==> config.mk <==
export PLATFORM = sky130hd
export DESIGN_NAME = brc_release_ctrl
export DESIGN_NICKNAME = d
export VERILOG_FILES = /design/src/logic/brc_pkg.sv /design/src/logic/brc_release_ctrl.sv
export SDC_FILE = /design/constraint.sdc
export NUM_CORES = 1
export LEC_CHECK = 0
export ABC_AREA = 1
export BUFFER_PORTS_ARGS = -buffer_cell sky130_fd_sc_hd__buf_2
export CORE_AREA = 2 2 48 50
export CTS_BUF_LIST = sky130_fd_sc_hd__clkbuf_4 sky130_fd_sc_hd__clkbuf_8
export CTS_CLUSTER_SIZE = 10
export DETAILED_ROUTE_END_ITERATION = 8
export DIE_AREA = 0 0 50 52
export PLACE_DENSITY = 0.74
export RECOVER_POWER = 50
export SKIP_CTS_REPAIR_TIMING = 1
export SLEW_MARGIN = 20
export SYNTH_ARGS = -nofsm -noshare
export SYNTH_HDL_FRONTEND = slang
export SYNTH_SLANG_ARGS = --single-unit
export TNS_END_PERCENT = 30
==> constraint.sdc <==
create_clock -name clk -period 2.16 [get_ports clk]
set_input_delay 0.432 -clock clk [delete_from_list [all_inputs] [get_ports clk]]
set_output_delay 0.432 -clock clk [all_outputs]
set_load 0.01 [all_outputs]
==> src/logic/brc_pkg.sv <==
// Package of constants and types for the external bus release control block.
package brc_pkg;

    // ------------------------------------------------------------
    // Register map
    // ------------------------------------------------------------
    localparam logic [15:0] BRC_CTRL_ADDR = 16'hFF1B;
    localparam logic [7:0] BRC_CTRL_RESET = 8'hFE;
    localparam logic [6:0] BRC_RSVD_ONES = 7'h7F;
    localparam logic [7:0] BRC_UNMAPPED_DATA = 8'h00;
    localparam int BRC_EN_BIT = 0;
    localparam int BRC_PIN_ACK = 1;
    localparam int BRC_PIN_REQ = 0;

    // ------------------------------------------------------------
    // Types
    // ------------------------------------------------------------
    typedef enum logic [3:0] {
        BRC_OWNED = 4'h1,
        BRC_RELEASED = 4'h2,
        BRC_RECLAIM = 4'h4,
        BRC_RESUME = 4'h8
    } brc_phase_t;

    // Status of the CPU bus sequencer for the current state (one state per clock).
    typedef struct packed {
        logic twoState;
        logic threeState;
        logic internalOp;
        logic mulDiv;
        logic stateT1;
        logic stateT2;
        logic stateT3;
        logic stateTw;
        logic cycleEnd;
        logic upperByte;
        logic sleep;
    } brc_seq_t;

    typedef struct packed {
        logic [15:0] addr;
        logic [7:0] wdata;
        logic wr;
        logic rd;
    } brc_reg_req_t;

    typedef struct packed {
        brc_phase_t phase;
        logic pend;
        logic ackN;
        logic enable;
        logic [7:0] rdata;
    } brc_state_t;

    localparam brc_state_t BRC_STATE_RESET = '{
        phase: BRC_OWNED,
        pend: 1'b0,
        ackN: 1'b1,
        enable: BRC_CTRL_RESET[BRC_EN_BIT],
        rdata: BRC_UNMAPPED_DATA
    };

endpackage

==> src/logic/brc_release_ctrl.sv <==
// Bus release control: request sampling, grant, bus float and control register.
//
// Operation
// - Control register loads FE on reset and in hardware standby.
// - Software standby leaves the control register untouched.
// - Control bits 7 to 1 are read-only and read as one.
// - Enable 0 gives port pins 6 and 5 to GPIO; 1 gives grant and request.
// - Request sampled in fetch and data cycles; low releases at cycle end.
// - No release between upper and lower byte of a split word access; the multiply-divide and sleep terms still release there.
// - During multiply or divide, release at the end of a machine cycle.
// - In sleep mode a low request is granted at once.
// - Two-state access: sample at first state, grant low after second.
// - Three-state access: sample at first, second, wait; grant after third.
// - Internal operation: sample at first state, grant low after it.
// - Released: address, data and all strobes go high impedance.
// - Released state samples request every cycle; stays while low.
// - Request high while released: grant goes high after the next state.
// - CPU cycles resume one state after the grant returns high.
// - No interrupt is accepted while the bus is released.
// - Reset pin low resets everything except in hardware standby.
// - Wait states may sit between second and third states of a slow access.
//
// The implementer's own choice: strobed register access.
`timescale 1ns/10ps
module brc_release_ctrl
    import brc_pkg::*;
(
    input wire logic clk,
    input wire logic rst_n,
    input wire logic resetPin_n,
    input wire logic hwStandby,
    input wire brc_seq_t seq,
    input wire brc_reg_req_t regReq,
    output logic [7:0] regRdata,
    input wire logic [1:0] gpioOut,
    input wire logic [1:0] gpioDrive,
    output logic [1:0] gpioIn,
    input wire logic portA6In,
    output logic portA6Out,
    output logic portA6Oe_n,
    input wire logic portA5In,
    output logic portA5Out,
    output logic portA5Oe_n,
    output logic busOe_n,
    output logic cpuHold,
    output logic intBlock,
    output logic grantActive
);

    // ------------------------------------------------------------
    // State
    // ------------------------------------------------------------
    brc_state_t r_q;
    brc_state_t r_d;
    brc_state_t rIn_q;
    logic [1:0] gpioIn_q;
    logic busRequest;
    logic samplePoint;
    logic goRelease;
    logic ctrlHit;
    logic wipe;

    function automatic logic hitCtrl(input logic [15:0] a);
        hitCtrl = (a == BRC_CTRL_ADDR);
    endfunction

    // ------------------------------------------------------------
    // Request sampling
    // ------------------------------------------------------------
    // A disabled block never sees a request, so it can never release.
    assign busRequest = r_q.enable && !portA5In;
    // The three-state access also samples during wait states.
    assign samplePoint = ((seq.twoState || seq.internalOp) && seq.stateT1) ||
                         (seq.threeState && (seq.stateT1 || seq.stateT2 || seq.stateTw));
    // The upper byte of a split word ends in a release only through the multiply-divide or sleep term.
    assign goRelease = (seq.cycleEnd && !seq.upperByte && (r_q.pend || (samplePoint && busRequest))) ||
                       (seq.mulDiv && seq.cycleEnd && busRequest) ||
                       (seq.sleep && busRequest);
    assign ctrlHit = hitCtrl(regReq.addr);
    // Reset pin is ignored in hardware standby, but standby itself clears the register.
    assign wipe = !rst_n || hwStandby || !resetPin_n;

    // ------------------------------------------------------------
    // Next state
    // ------------------------------------------------------------
    always_comb begin
        r_d = r_q;
        r_d.rdata = BRC_UNMAPPED_DATA;
        if (regReq.rd) begin
            r_d.rdata = ctrlHit ? {BRC_RSVD_ONES, r_q.enable} : BRC_UNMAPPED_DATA;
        end
        if (regReq.wr && ctrlHit) begin
            r_d.enable = regReq.wdata[BRC_EN_BIT];
        end
        case (r_q.phase)
            BRC_OWNED: begin
                // The request is latched so a master that keeps it low is served at cycle end.
                r_d.pend = r_q.enable && (r_q.pend || (samplePoint && busRequest));
                if (r_q.enable && goRelease) begin
                    r_d.phase = BRC_RELEASED;
                    r_d.ackN = 1'b0;
                    r_d.pend = 1'b0;
                end
            end
            BRC_RELEASED: begin
                if (!busRequest) begin
                    r_d.phase = BRC_RECLAIM;
                end
            end
            BRC_RECLAIM: begin
                r_d.ackN = 1'b1;
                r_d.phase = BRC_RESUME;
            end
            BRC_RESUME: begin
                r_d.phase = BRC_OWNED;
            end
            default: begin
                r_d = BRC_STATE_RESET;
            end
        endcase
    end

    // ------------------------------------------------------------
    // Registers
    // ------------------------------------------------------------
    // Software standby has no input here, so the register simply holds through it.
    always_ff @(posedge clk) begin
        if (wipe) begin
            r_q <= BRC_STATE_RESET;
            gpioIn_q <= 2'h0;
        end else begin
            r_q <= r_d;
            gpioIn_q <= {portA6In, portA5In};
        end
    end

    // ------------------------------------------------------------
    // Outputs
    // ------------------------------------------------------------
    assign regRdata = r_q.rdata;
    assign gpioIn = gpioIn_q;
    // Pin 6 carries the grant only when enabled; otherwise the port owns it.
    assign portA6Out = r_q.enable ? r_q.ackN : gpioOut[BRC_PIN_ACK];
    assign portA6Oe_n = r_q.enable ? 1'b0 : !gpioDrive[BRC_PIN_ACK];
    assign portA5Out = gpioOut[BRC_PIN_REQ];
    assign portA5Oe_n = r_q.enable ? 1'b1 : !gpioDrive[BRC_PIN_REQ];
    assign busOe_n = !r_q.ackN;
    assign cpuHold = (r_q.phase != BRC_OWNED);
    assign intBlock = (r_q.phase != BRC_OWNED);
    assign grantActive = !r_q.ackN;
    assign rIn_q = r_q;
endmodule

==> flow_metrics.env <==
export IMPL_drive_gt1_share_pct=40.8
export IMPL_syn_avg_cell_area_um2=6.65
export IMPL_total_power_uw=405
export IMPL_clk_latency_ns=0.26
export IMPL_drv_cap=0
export IMPL_setup_viol=0
export IMPL_routabilityCongestion=0.760
export IMPL_yosysUniqueCellTypes=20
export IMPL_status="finished, final reports clean"
export IMPL_cp_end_kind="output port"
export IMPL_p_switching_uw=87.1
export IMPL_antenna_left=0
export IMPL_cts_tree="yes"
export IMPL_finalCriticalPeriod_ns=1.59
export IMPL_skew_ns=0.00219
export IMPL_cts_root_buf="clkbuf_4"
export IMPL_num_antenna_cells=0
export IMPL_setup_ws_ns=0.568
export IMPL_cts_max_level=1
export IMPL_final_common_cell="buf_2"
export IMPL_comb_power_share_pct=12.5
export IMPL_path_buf_inv=1
export IMPL_stdcell_count=180
export IMPL_place_hpwl_um=1340
export IMPL_ys_warn_count=0
export IMPL_dpl_worst_slack_ns=0.779
export IMPL_final_util_pct=44.6
export IMPL_io_buffer_count=54
export IMPL_p_clk_share_pct=37.2
export IMPL_critPathTopFamily="simple AND/OR/NAND/NOR gates"
export IMPL_critPathRequiredTime_ns=1.73
export IMPL_routed_wl_um=1480
export IMPL_maxSlewViolCount=0
export IMPL_reg2reg_depth=7
export IMPL_drt_iter0_drc=5
export IMPL_vdd_drop_max_mv=0.193
export IMPL_initial_core_util_pct=33.2
export IMPL_tightest_slew_ns=0.262
export IMPL_intPower_uw=318
export IMPL_rsz0062_at_grt="no"
export IMPL_via_per_inst=4.29
export IMPL_via_count=772
export IMPL_rows=17
export IMPL_holdWs_ns=0.380
export IMPL_whs_path_depth=3
export IMPL_cts_sinks=11
export IMPL_antenna_found_initial=0
export IMPL_seqPwrFrac_pct=50.3
export IMPL_die_h_um=52
export IMPL_min_from="portA6In"
export IMPL_synth_net_count=152
export IMPL_crit_chain="nor2_1 -> nand3_2 -> buf_2"
export IMPL_dieArea_um2=2600
export IMPL_grt_overflow=0
export IMPL_cts_made_buffers=3
export IMPL_nNetsFinal=200
export IMPL_critPathMaxStageDelay_ns=0.34
export IMPL_io_pins=65
export IMPL_switching_share_pct=21.5
export IMPL_cp_depth=3
export IMPL_max_slew_margin_pct=82.3
export IMPL_cp_slowest_cell="dfxtp_1"
export IMPL_dpl_cell_area_um2=921
export IMPL_critPathMaxFanout=5
export IMPL_area_delta_synth_final_pct=34.6
export IMPL_cellLeakagePower_nw=0.577
export IMPL_mostFrequentLayoutCells="buf_2 (47), inv_1 (19), nand2_1 (19)"
export IMPL_crit_type="reg2out"
export IMPL_hp_class="in2reg"
export IMPL_grtUsageTotal_pct=12.4
export IMPL_clk_path_buf_depth=2
export IMPL_coreArea_um2=2110
export IMPL_r2r_start="rIn_q[14]$_SDFFE_PP0P_"
export IMPL_synth_seq_cells=11
export IMPL_path_clk_slew_ns=0.07
export IMPL_hold_viol_final=0
export IMPL_startpoint="rIn_q[14]$_SDFFE_PP0P_"
export IMPL_grt_start_max_net_pins=8
export IMPL_ys_seq_area_share_pct=31.5
export IMPL_powerDensity_nw_per_um2=431
export IMPL_nFillCells=225
export IMPL_drt_wirelength_per_cell_um=8.23
export IMPL_cp_arrival_ns=1.16
export IMPL_max_freq_mhz=628
export IMPL_min_period_over_period_pct=73.7
export IMPL_firstDrtPassIters=4
export IMPL_fin_area_um2=940
export IMPL_drc_errors=0
export IMPL_crit_path_start_kind="flip-flop"
export IMPL_grt_pass1_wl_um=2490
export IMPL_synthCells=105
export IMPL_dp_cells=176
export IMPL_synth_cell_area_um2=698
export IMPL_finalSetupTns_ns=0
export IMPL_grt_pass1_vias=658
export IMPL_die_w_um=50
[Yosys cell counts]
master | instances | area [um^2]
a21oi_2 | 1 | 8.76
clkinv_1 | 1 | 3.75
nand4_1 | 4 | 25.0
nor2_2 | 5 | 31.3
o311ai_1 | 1 | 8.76
inv_2 | 1 | 3.75
nand2_2 | 1 | 6.26
nand3b_1 | 2 | 15.0
nand3_1 | 1 | 5.00
buf_4 | 11 | 82.6
dfxtp_1 | 11 | 220
o21ai_1 | 1 | 5.00
inv_1 | 19 | 71.3
nand2_1 | 19 | 71.3
nand3_2 | 3 | 30.0
a21oi_1 | 2 | 10.0
o21ai_0 | 5 | 25.0
nor2_1 | 14 | 52.6
nand4_2 | 1 | 12.5
nor3_1 | 2 | 10.0
[final timing paths]
path	end	slack [ns]
worst min-delay path	gpioIn[1]$_SDFF_PP0_	0.38
worst max-delay path	intBlock	0.57
worst max register to register	regRdata[0]$_SDFF_PP0_	0.93
worst min register to register	rIn_q[9]$_SDFFE_PP1P_	0.46
[registers in the layout, indices dropped and copies added (netlist names)]
signal	cells
rIn_q	7
gpioIn	2
regRdata	2
[power by group through the flow]
stage                     clock network [mW]  logic (mW)  registers [mW]
after global routing                   0.169      0.0575           0.204
after floorplan                            0      0.0152           0.209
after detailed placement                   0      0.0516           0.209
final                                  0.151      0.0507           0.204
after CTS                              0.155      0.0518           0.204
after global placement                     0      0.0509           0.208
[worst register-to-register path, stage by stage (launching register included)]
cell     delay, ns
dfxtp_1       0.34
nor2_1        0.20
nand3_2       0.11
nand2_2       0.12
nor2_2        0.05
a21oi_2       0.16
nand4_2       0.11
nor2_2        0.09
[kinds of logic after synthesis]
family / share of synthesized area, %
buf+inv: 23.1
flops: 31.5
compound gates: 8.24
simple gates: 37.1
[per-layer routing]
layer  track usage, %  share of wire (%)
met1             13.5                 39
met5                0                  0
met3             1.72                 11
met2             23.0                 48
met4             6.94                2.4
[area by class of cell]
type | count | area (um^2) | area share, %
inverter | 21 | 78.8 | 8.39
tap | 28 | 35.0 | 3.73
clock buffer | 4 | 30.0 | 3.20
multi-input combinational | 62 | 314 | 33.4
sequential | 11 | 220 | 23.4
timing repair buffer | 54 | 262 | 27.8
(Power assumes the default switching activity.)
